**src/rtl/lqm_regs.svh**
```systemverilog
// register offsets, field positions, reset values and sizes of the link monitor
`ifndef LQM_REGS_SVH
`define LQM_REGS_SVH

`define LQM_ADDR_W 8
`define LQM_PARAM_W 16
`define LQM_NUM_PARAMS 5
`define LQM_NUM_FLAGS 10

// printed register index; byte address is four times it
`define LQM_CS_INDEX 8'h1D
`define LQM_CS_ADDR 8'h74
`define LQM_CFG_ADDR 8'h78
`define LQM_STAT_ADDR 8'h7C
`define LQM_THR_BASE 8'h80
`define LQM_THR_LAST 8'hA4

// control/status fields
`define LQM_MON_ENABLE_BIT 15
`define LQM_RESTART_LSB 10
`define LQM_CS_RESET 16'h0000
`define LQM_CS_WR_MASK 16'hFC00

// parameter selector codes
`define LQM_SEL_EQUALIZER 3'h0
`define LQM_SEL_GAIN 3'h1
`define LQM_SEL_WANDER 3'h2
`define LQM_SEL_OFFSET 3'h3
`define LQM_SEL_FREQ_CTRL 3'h4

// config fields
`define LQM_CFG_IRQ_EN_BIT 0
`define LQM_CFG_SD_OPT_BIT 1

// thresholds reset to their extremes so no check fires until programmed
`define LQM_THR_LO_RESET 16'h8000
`define LQM_THR_HI_RESET 16'h7FFF

`define LQM_RESP_OKAY 2'h0
`define LQM_RESP_SLVERR 2'h2

`endif

```
**src/rtl/lqm_pkg.sv**
```systemverilog
// types shared by the link quality monitor files
`default_nettype none
`include "lqm_regs.svh"

package lqm_pkg;

  typedef logic signed [`LQM_PARAM_W-1:0] lqm_param_t;

  typedef struct packed {
    logic [15:0] ctrl;
    logic [`LQM_NUM_FLAGS-1:0] flags;
    lqm_param_t [2*`LQM_NUM_PARAMS-1:0] thr;
    logic irq_en;
    logic sd_opt;
    logic irq;
    logic armed;
    logic dsp_restart;
    logic link_drop;
    logic awready;
    logic aw_full;
    logic [`LQM_ADDR_W-1:0] awaddr;
    logic wready;
    logic w_full;
    logic [31:0] wdata;
    logic [3:0] wstrb;
    logic bvalid;
    logic [1:0] bresp;
    logic arready;
    logic rvalid;
    logic [31:0] rdata;
    logic [1:0] rresp;
  } lqm_state_t;

endpackage

`default_nettype wire

```
**src/rtl/lqm_cmp_if.sv**
```systemverilog
// one parameter with its two thresholds and the comparison result
`timescale 1ns/10ps
`default_nettype none
`include "lqm_regs.svh"

interface lqm_cmp_if;
  logic signed [`LQM_PARAM_W-1:0] value;
  logic signed [`LQM_PARAM_W-1:0] thr_lo;
  logic signed [`LQM_PARAM_W-1:0] thr_hi;
  logic viol_hi;
  logic viol_lo;
  modport cmp (input value, input thr_lo, input thr_hi, output viol_hi, output viol_lo);
  modport ctl (output value, output thr_lo, output thr_hi, input viol_hi, input viol_lo);
endinterface

`default_nettype wire

```
**src/rtl/lqm_compare.sv**
```systemverilog
// threshold comparator for one monitored parameter
`timescale 1ns/10ps
`default_nettype none

module lqm_compare (
  lqm_cmp_if.cmp port
);
  // strict compares: a threshold at the type's extreme can never be passed
  always_comb begin
    port.viol_hi = port.value > port.thr_hi;
    port.viol_lo = port.value < port.thr_lo;
  end
endmodule

`default_nettype wire

```
**src/rtl/lqm_top.sv**
```systemverilog
// link quality monitor: threshold checks, warning flags, restart and axi4-lite registers
// Operation
// - monitor checks thresholds only when enabled and a valid 100 Mb link exists
// - threshold at max or min value never reports a violation
// - a violation raises the interrupt when its enable is set
// - reading the monitor register returns flags, clears them and re-arms the interrupt
// - restart bits 14..10 reset the DSP and restart adaptation on that violation
// - restart-enabled violation also drops link when signal detect option is 0
// - frequency control high sets bit 9, low sets bit 8
// - frequency offset high sets bit 7, low sets bit 6
// - baseline wander high sets bit 5, low sets bit 4
// - digital gain high sets bit 3, low sets bit 2
// - equalizer coefficient high sets bit 1, low sets bit 0
// - thresholds selected by 3-bit parameter code plus low/high bit
//
// Implementation choice: the AXI4-Lite register port.
`timescale 1ns/10ps
`default_nettype none
`include "lqm_regs.svh"

module lqm_top
  import lqm_pkg::*;
(
  input wire logic aclk,
  input wire logic aresetn,
  input wire logic [`LQM_ADDR_W-1:0] s_axi_awaddr,
  input wire logic [2:0] s_axi_awprot,
  input wire logic s_axi_awvalid,
  output logic s_axi_awready,
  input wire logic [31:0] s_axi_wdata,
  input wire logic [3:0] s_axi_wstrb,
  input wire logic s_axi_wvalid,
  output logic s_axi_wready,
  output logic [1:0] s_axi_bresp,
  output logic s_axi_bvalid,
  input wire logic s_axi_bready,
  input wire logic [`LQM_ADDR_W-1:0] s_axi_araddr,
  input wire logic [2:0] s_axi_arprot,
  input wire logic s_axi_arvalid,
  output logic s_axi_arready,
  output logic [31:0] s_axi_rdata,
  output logic [1:0] s_axi_rresp,
  output logic s_axi_rvalid,
  input wire logic s_axi_rready,
  input wire logic link_100_valid,
  input wire lqm_param_t equalizer_coeff_param,
  input wire lqm_param_t digital_gain_param,
  input wire lqm_param_t baseline_wander_param,
  input wire lqm_param_t offset_param,
  input wire lqm_param_t freq_control_param,
  output logic monitor_irq,
  output logic dsp_restart,
  output logic link_drop
);

  // ==========================================================================
  // reset image
  // ==========================================================================
  localparam lqm_state_t RESET_STATE = '{
    ctrl: `LQM_CS_RESET,
    flags: '0,
    thr: {`LQM_NUM_PARAMS{`LQM_THR_HI_RESET, `LQM_THR_LO_RESET}},
    irq_en: 1'b0,
    sd_opt: 1'b0,
    irq: 1'b0,
    armed: 1'b1,
    dsp_restart: 1'b0,
    link_drop: 1'b0,
    // ready flags start high so a request is taken at the first edge after reset
    awready: 1'b1,
    aw_full: 1'b0,
    awaddr: '0,
    wready: 1'b1,
    w_full: 1'b0,
    wdata: '0,
    wstrb: '0,
    bvalid: 1'b0,
    bresp: `LQM_RESP_OKAY,
    arready: 1'b1,
    rvalid: 1'b0,
    rdata: '0,
    rresp: `LQM_RESP_OKAY
  };

  lqm_state_t s_reg;
  lqm_state_t s_next;

  // ==========================================================================
  // comparators, one per parameter, indexed by selector code
  // ==========================================================================
  lqm_param_t [`LQM_NUM_PARAMS-1:0] param_vec;
  logic [`LQM_NUM_FLAGS-1:0] viol;

  always_comb begin
    param_vec[`LQM_SEL_EQUALIZER] = equalizer_coeff_param;
    param_vec[`LQM_SEL_GAIN] = digital_gain_param;
    param_vec[`LQM_SEL_WANDER] = baseline_wander_param;
    param_vec[`LQM_SEL_OFFSET] = offset_param;
    param_vec[`LQM_SEL_FREQ_CTRL] = freq_control_param;
  end

  genvar gi;
  generate
    for (gi = 0; gi < `LQM_NUM_PARAMS; gi = gi + 1) begin : g_cmp
      lqm_cmp_if cmp_bus ();
      assign cmp_bus.value = param_vec[gi];
      assign cmp_bus.thr_lo = s_reg.thr[2*gi];
      assign cmp_bus.thr_hi = s_reg.thr[2*gi+1];
      // low flag at bit 2p, high flag at bit 2p+1
      assign viol[2*gi] = cmp_bus.viol_lo;
      assign viol[2*gi+1] = cmp_bus.viol_hi;
      lqm_compare u_cmp (
        .port(cmp_bus)
      );
    end
  endgenerate

  // ==========================================================================
  // helpers
  // ==========================================================================
  function automatic logic [15:0] apply_strb(input logic [15:0] old, input logic [31:0] data,
                                             input logic [3:0] strb);
    logic [15:0] r;
    r = old;
    if (strb[0]) begin
      r[7:0] = data[7:0];
    end
    if (strb[1]) begin
      r[15:8] = data[15:8];
    end
    return r;
  endfunction

  function automatic logic thr_hit(input logic [`LQM_ADDR_W-1:0] a);
    return (a >= `LQM_THR_BASE) && (a <= `LQM_THR_LAST) && (a[1:0] == 2'h0);
  endfunction

  // ==========================================================================
  // address decode
  // ==========================================================================
  // a write commits at the edge that takes its last half unless a response is pending, so decode the address
  // that will be held after this edge, not the one held now
  logic [`LQM_ADDR_W-1:0] wa;
  logic [`LQM_ADDR_W-1:0] ra;
  logic wa_cs;
  logic wa_cfg;
  logic wa_stat;
  logic wa_thr;
  logic ra_cs;
  logic ra_cfg;
  logic ra_stat;
  logic ra_thr;

  always_comb begin
    wa = (s_reg.awready && s_axi_awvalid) ? s_axi_awaddr : s_reg.awaddr;
    ra = s_axi_araddr;
    wa_cs = wa == `LQM_CS_ADDR;
    wa_cfg = wa == `LQM_CFG_ADDR;
    wa_stat = wa == `LQM_STAT_ADDR;
    wa_thr = thr_hit(wa);
    ra_cs = ra == `LQM_CS_ADDR;
    ra_cfg = ra == `LQM_CFG_ADDR;
    ra_stat = ra == `LQM_STAT_ADDR;
    ra_thr = thr_hit(ra);
  end

  // ==========================================================================
  // next state
  // ==========================================================================
  logic mon_active;
  logic rd_clear;
  logic [`LQM_NUM_FLAGS-1:0] new_viol;
  logic [`LQM_NUM_PARAMS-1:0] restart_hit;
  logic [3:0] thr_idx;

  always_comb begin
    s_next = s_reg;
    s_next.dsp_restart = 1'b0;
    s_next.link_drop = 1'b0;
    rd_clear = 1'b0;
    thr_idx = 4'h0;

    // write address and data are taken independently
    if (s_reg.awready && s_axi_awvalid) begin
      s_next.aw_full = 1'b1;
      s_next.awaddr = s_axi_awaddr;
    end
    if (s_reg.wready && s_axi_wvalid) begin
      s_next.w_full = 1'b1;
      s_next.wdata = s_axi_wdata;
      s_next.wstrb = s_axi_wstrb;
    end
    if (s_reg.bvalid && s_axi_bready) begin
      s_next.bvalid = 1'b0;
    end
    if (s_next.aw_full && s_next.w_full && !s_next.bvalid) begin
      s_next.aw_full = 1'b0;
      s_next.w_full = 1'b0;
      s_next.bvalid = 1'b1;
      s_next.bresp = `LQM_RESP_OKAY;
      if (wa_cs) begin
        // warning flags are read-only; only enable and restart bits store
        s_next.ctrl = apply_strb(s_reg.ctrl, s_next.wdata, s_next.wstrb) & `LQM_CS_WR_MASK;
      end else if (wa_cfg) begin
        if (s_next.wstrb[0]) begin
          s_next.irq_en = s_next.wdata[`LQM_CFG_IRQ_EN_BIT];
          s_next.sd_opt = s_next.wdata[`LQM_CFG_SD_OPT_BIT];
        end
      end else if (wa_thr) begin
        thr_idx = 4'((wa - `LQM_THR_BASE) >> 2);
        s_next.thr[thr_idx] = apply_strb(s_reg.thr[thr_idx], s_next.wdata, s_next.wstrb);
      end else if (!wa_stat) begin
        s_next.bresp = `LQM_RESP_SLVERR;
      end
    end
    // a held half blocks its channel until the pair commits
    s_next.awready = !s_next.aw_full;
    s_next.wready = !s_next.w_full;

    // read: data captured at the address handshake
    // one read in flight: a new address waits until the data is taken
    if (s_reg.rvalid && s_axi_rready) begin
      s_next.rvalid = 1'b0;
      s_next.arready = 1'b1;
    end
    if (s_reg.arready && s_axi_arvalid) begin
      s_next.arready = 1'b0;
      s_next.rvalid = 1'b1;
      s_next.rresp = `LQM_RESP_OKAY;
      s_next.rdata = '0;
      if (ra_cs) begin
        s_next.rdata[15:0] = s_reg.ctrl | 16'(s_reg.flags);
        rd_clear = 1'b1;
      end else if (ra_cfg) begin
        s_next.rdata[`LQM_CFG_IRQ_EN_BIT] = s_reg.irq_en;
        s_next.rdata[`LQM_CFG_SD_OPT_BIT] = s_reg.sd_opt;
      end else if (ra_stat) begin
        s_next.rdata[3:0] = {link_100_valid, mon_active, s_reg.armed, s_reg.irq};
      end else if (ra_thr) begin
        thr_idx = 4'((ra - `LQM_THR_BASE) >> 2);
        s_next.rdata[15:0] = s_reg.thr[thr_idx];
      end else begin
        s_next.rresp = `LQM_RESP_SLVERR;
      end
    end

    // monitor: flags latch and a read clears them; a same-cycle event still sets
    new_viol = viol & {`LQM_NUM_FLAGS{mon_active}};
    s_next.flags = (rd_clear ? '0 : s_reg.flags) | new_viol;

    // interrupt fires once, then waits for a read to re-arm it
    if (rd_clear) begin
      s_next.irq = 1'b0;
      s_next.armed = 1'b1;
    end
    if (|new_viol && s_reg.irq_en && (s_reg.armed || rd_clear)) begin
      s_next.irq = 1'b1;
      s_next.armed = 1'b0;
    end

    // restart only on a freshly set flag so a lasting violation does not loop the DSP
    for (int p = 0; p < `LQM_NUM_PARAMS; p++) begin
      restart_hit[p] = s_reg.ctrl[`LQM_RESTART_LSB+p] &&
                       |(new_viol[2*p +: 2] & ~s_reg.flags[2*p +: 2]);
    end
    s_next.dsp_restart = |restart_hit;
    s_next.link_drop = |restart_hit && !s_reg.sd_opt;
  end

  assign mon_active = s_reg.ctrl[`LQM_MON_ENABLE_BIT] && link_100_valid;

  // ==========================================================================
  // state register
  // ==========================================================================
  always_ff @(posedge aclk) begin
    if (!aresetn) begin
      s_reg <= RESET_STATE;
    end else begin
      s_reg <= s_next;
    end
  end

  // ==========================================================================
  // outputs
  // ==========================================================================
  assign s_axi_awready = s_reg.awready;
  assign s_axi_wready = s_reg.wready;
  assign s_axi_bvalid = s_reg.bvalid;
  assign s_axi_bresp = s_reg.bresp;
  assign s_axi_arready = s_reg.arready;
  assign s_axi_rvalid = s_reg.rvalid;
  assign s_axi_rdata = s_reg.rdata;
  assign s_axi_rresp = s_reg.rresp;
  assign monitor_irq = s_reg.irq;
  assign dsp_restart = s_reg.dsp_restart;
  assign link_drop = s_reg.link_drop;

endmodule

`default_nettype wire

```
**config.mk**
```make
export PLATFORM = sky130hd
export DESIGN_NAME = lqm_top
export DESIGN_NICKNAME = d
export VERILOG_FILES = /design/src/rtl/lqm_pkg.sv /design/src/rtl/lqm_cmp_if.sv /design/src/rtl/lqm_compare.sv /design/src/rtl/lqm_top.sv
export VERILOG_INCLUDE_DIRS = /design/src /design/src/rtl
export SDC_FILE = /design/constraint.sdc
export NUM_CORES = 1
export LEC_CHECK = 0
export ABC_AREA = 1
export BUFFER_PORTS_ARGS = -buffer_cell sky130_fd_sc_hd__clkbuf_2
export CORE_MARGIN = 1.5
export CORE_UTILIZATION = 35
export CTS_CLUSTER_SIZE = 10
export DETAILED_ROUTE_END_ITERATION = 6
export PLACE_DENSITY = 0.58
export SYNTH_ARGS = -nofsm -noshare
export SYNTH_HDL_FRONTEND = slang
export SYNTH_HIERARCHICAL = 1
export SYNTH_SLANG_ARGS = --single-unit
```
**constraint.sdc**
```tcl
create_clock -name aclk -period 6.75 [get_ports aclk]
set_clock_uncertainty 0.05 [all_clocks]
set_input_delay 1.35 -clock aclk [delete_from_list [all_inputs] [get_ports aclk]]
set_output_delay 1.35 -clock aclk [all_outputs]
set_load 0.005 [all_outputs]
```
==> summary.md <==
In this run, the number of DRC markers left after iteration 0 of detailed routing was 1,803. The growth of design area from synthesis to finish came out at 9.84%. Based on the critical path, the design can be clocked at up to 237 MHz. By area the synthesized netlist is led by dfxtp_1 28%, nand2_1 17%, ha_1 12%, nand3_1 7.9%, inv_1 7.5%. The final cycle utilization of the critical path was 62.5%. The flow ran to the end, and the final reports show no timing, DRC or antenna violations. The internal power component is 2.45 mW. Global routing used 27.2% of the available tracks across all layers. The via count of the first global-routing pass came out at 16,600. The tools report the count of instances resized after the clock tree is built as 0. TritonCTS built the clock tree. The worst setup path is captured at a flip-flop. The cell area after technology mapping came out at 0.0168 mm^2.

In the layout the commonest cells are 768 x nand2_1, 336 x inv_1, 265 x nand3_1. The cell count after synthesis is 2,596, and the mean area per synthesized cell is 6.48 um^2. Net switching is 35.2% of the power. The data required time of the critical path was 7.18 ns; the clock insertion delay at the later pin of the skew report was 0.56 ns. After clock tree synthesis, the clock-pin slew on the worst setup and hold paths is 0.06 ns. The clock network burns 37.9% of the power. Setup violations remaining at the end of the flow were counted as 0.

Cell type of the slowest stage on the worst timing path: inv_1. The largest driver fanout on the critical path was 34; the maximum buffer depth of the clock tree was 3. The number of design rule violations left after detail routing is 0, and the final setup TNS is 0 ns. The run gives 37.6% as the register share of total power. Setup repair after global routing left no endpoint under its margin. CTS placed an instance of clkbuf_16 at the clock tree root. The final cell utilization of the core was 38.8%. The post-route antenna net violation count is 0, and the TritonCTS buffer count is 28. The number of storage elements in the synthesis netlist is 233, and the TritonCTS sink count is 233.

Routability-driven placement finished with a final weighted congestion of 0.994. During placement, the flow inserted port buffers numbering 147. The worst pin sits at a relative slew slack of 25.2%. Counting I/O delays and the setup requirement, the final critical path takes 4.22 ns. The tightest min-delay check is of the reg2reg type. Among all flip-flop cells after synthesis, the most frequent one is dfxtp_1. The logs give 6 for the number of warnings issued by yosys and 2.96 ns for the register-to-register path setup slack. After synthesis, the largest area contributor takes up 27.7% of total cell area. Traced cell by cell, the critical path runs through clkbuf_2, nand2_4, nand2_2, nand2_4, inv_1, buf_4, nand2_1, nand2_1, nand2_1, nand3_2, nand2_1, a21oi_1. For the count of final max-slew check failures, the log shows 0.

The arrival time of data at the critical path endpoint is 4.65 ns, and the count of maximum capacitance violations is 0. In this run the standard cell core region covers 0.0475 mm^2. The kind of critical path is in2reg. The biggest area contributor in the post-synthesis netlist is dfxtp_1.

The worst stage delay on the critical path is 0.75 ns. The first global-routing pass estimated 102,000 um of wire. In this run the count of I/O pins placed on the die edge is 190. For the filler cell count, the log shows 5,148.

Total congestion overflow after global routing: 0. Of all flip-flops after synthesis, the portion carrying an async set or reset was 0%. The via count is 17,600, and the wire length after detailed routing is 68,800 um. In this run the power spent charging and discharging nets is 1.33 mW. By instance count, the cell type seen most on the critical path is nand2_1.

The post-route netlist has 10.8% of its cells at a drive strength greater than 1. Total power for the finished layout comes to 3.78 mW. The number of synthesized flops with an enable pin was 0. Type of origin of the critical path: an input port. The most common library cell in the layout ignoring fill and taps is nand2_1.

The worst-case IR drop observed on VDD is 0.119 mV. The number of diodes was 0; the count of hold-fix buffers inserted at cts was 0. The tools report the combinational share of power as 24.5%.

Buffers added to address setup during post-CTS repair amount to 0. The floorplan step defined a die boundary enclosing 0.0494 mm^2. The first TritonRoute pass finished after 6 iterations.

The power density of the placed cells is 205 mW/mm^2, and the chip height is 222 um. The routed wirelength normalized by instance count was 21.0 um; the net total in the final layout was 2,963. Entering global routing, the biggest net connects 90 pins. Initial core utilization: 35.4%. The part of the Yosys area used for sequential elements came out at 27.7%.

Summed over all cells, the static leakage comes to 10.0 nW. The slew at the pin with the worst max-slew slack works out to 1.12 ns. The initial antenna violation count was 0; the count of unique library cells instantiated by Yosys was 41. Using the TritonRoute via totals, the vias-per-cell ratio works out to 5.36. The count of final hold-check violations came out at 0.

In this run the core area contains 80 standard-cell rows. The run gives 51,200 um as the half-perimeter wire length after placement. The tools report the maximum level of the CTS H-tree as 1. The die is 222 um wide.
## synthesized netlist by cell type (5+ instances only)
cell type  number
ha_1          155
buf_1           6
buf_6          14
clkbuf_1       51
mux2i_1        10
nand3_2        15
a22oi_1        31
nand2_1       768
inv_1         336
a21oi_2         5
buf_2          24
nand4_1        17
nand4_4         8
nor2_1        166
nand3_1       265
dfxtp_1       233
o21ai_0       109
nor3_2          5
a21o_1         15
nand2_2        13
o22ai_1        27
or2_2          19
nor3_1         13
a21oi_1       199
o21ai_1         8
buf_4          46
inv_2           9
## path summary, 6_finish.rpt
check / startpoint / end / cells past startpoint
worst min register to register: s_reg[91]$_SDFFE_PN0P_ / link_drop$_SDFF_PN0_ / 1
worst max register to register: s_axi_awready$_SDFF_PN1_ / g_cmp[1].cmp_bus.thr_lo[14]$_SDFFE_PN0P_ / 11
worst min-delay path: s_reg[91]$_SDFFE_PN0P_ / link_drop$_SDFF_PN0_ / 1
worst max-delay path: s_axi_awvalid / g_cmp[1].cmp_bus.thr_lo[14]$_SDFFE_PN0P_ / 12
## worst max-delay path: cells and delay by family
family,cells,cell delay [ns]
AO/OA/AOI/OAI,1,0.25
AND/OR/NAND/NOR,8,1.60
buffers and inverters,3,1.39
## power groups by stage
| stage | combinational (mW) | clock, mW | sequential, mW |
|---|---|---|---|
| floorplan | 0.547 | 0 | 1.44 |
| global placement | 0.880 | 0 | 1.45 |
| detailed placement | 0.889 | 0 | 1.45 |
| CTS | 0.892 | 1.44 | 1.42 |
| global route | 0.985 | 1.48 | 1.42 |
| finish | 0.924 | 1.43 | 1.42 |
## layer usage
layer / share of wire, % / vias up / track usage (%)
met5: 0 / - / 0
met4: 5.9 / 0 / 14.8
met3: 8.8 / 191 / 3.85
met2: 43 / 883 / 42.8
met1: 42 / 8061 / 36.0
li1: - / 8461 / -
## area by class of cell
type	instances	area, um^2	share of cell area [%]
Multi-Input combinational cell	1886	10100	54.4
Sequential cell	233	4660	25.3
Inverter	353	1330	7.20
Timing Repair Buffer	160	836	4.53
Clock buffer	36	782	4.23
Tap cell	615	769	4.17
Clock inverter	2	35.0	0.190
## through the flow
step / cell area, um^2 / hold slack [ns] / std cells / worst slack, ns
4_1_cts: 18500 / 0.408 / 3285 / 2.67
6_report: 18500 / 0.411 / 3285 / 2.53
3_3_place_gp: 17700 / 0.400 / 3247 / 2.16
3_5_place_dp: 17700 / 0.397 / 3247 / 2.10
5_1_grt: 18500 / 0.422 / 3285 / 2.39
2_1_floorplan: 16900 / 0.351 / 2613 / 3.70
## logic make-up after synthesis
group | share of synthesized area [%]
and+or+nand+nor | 34.1
buffers and inverters | 12.9
AOI/OAI and AO/OA | 13.2
DFF | 27.7
adders and majority gates | 11.5
muxes | 0.595
other | 0.0223
No activity file was read; power rests on OpenSTA's default activity.
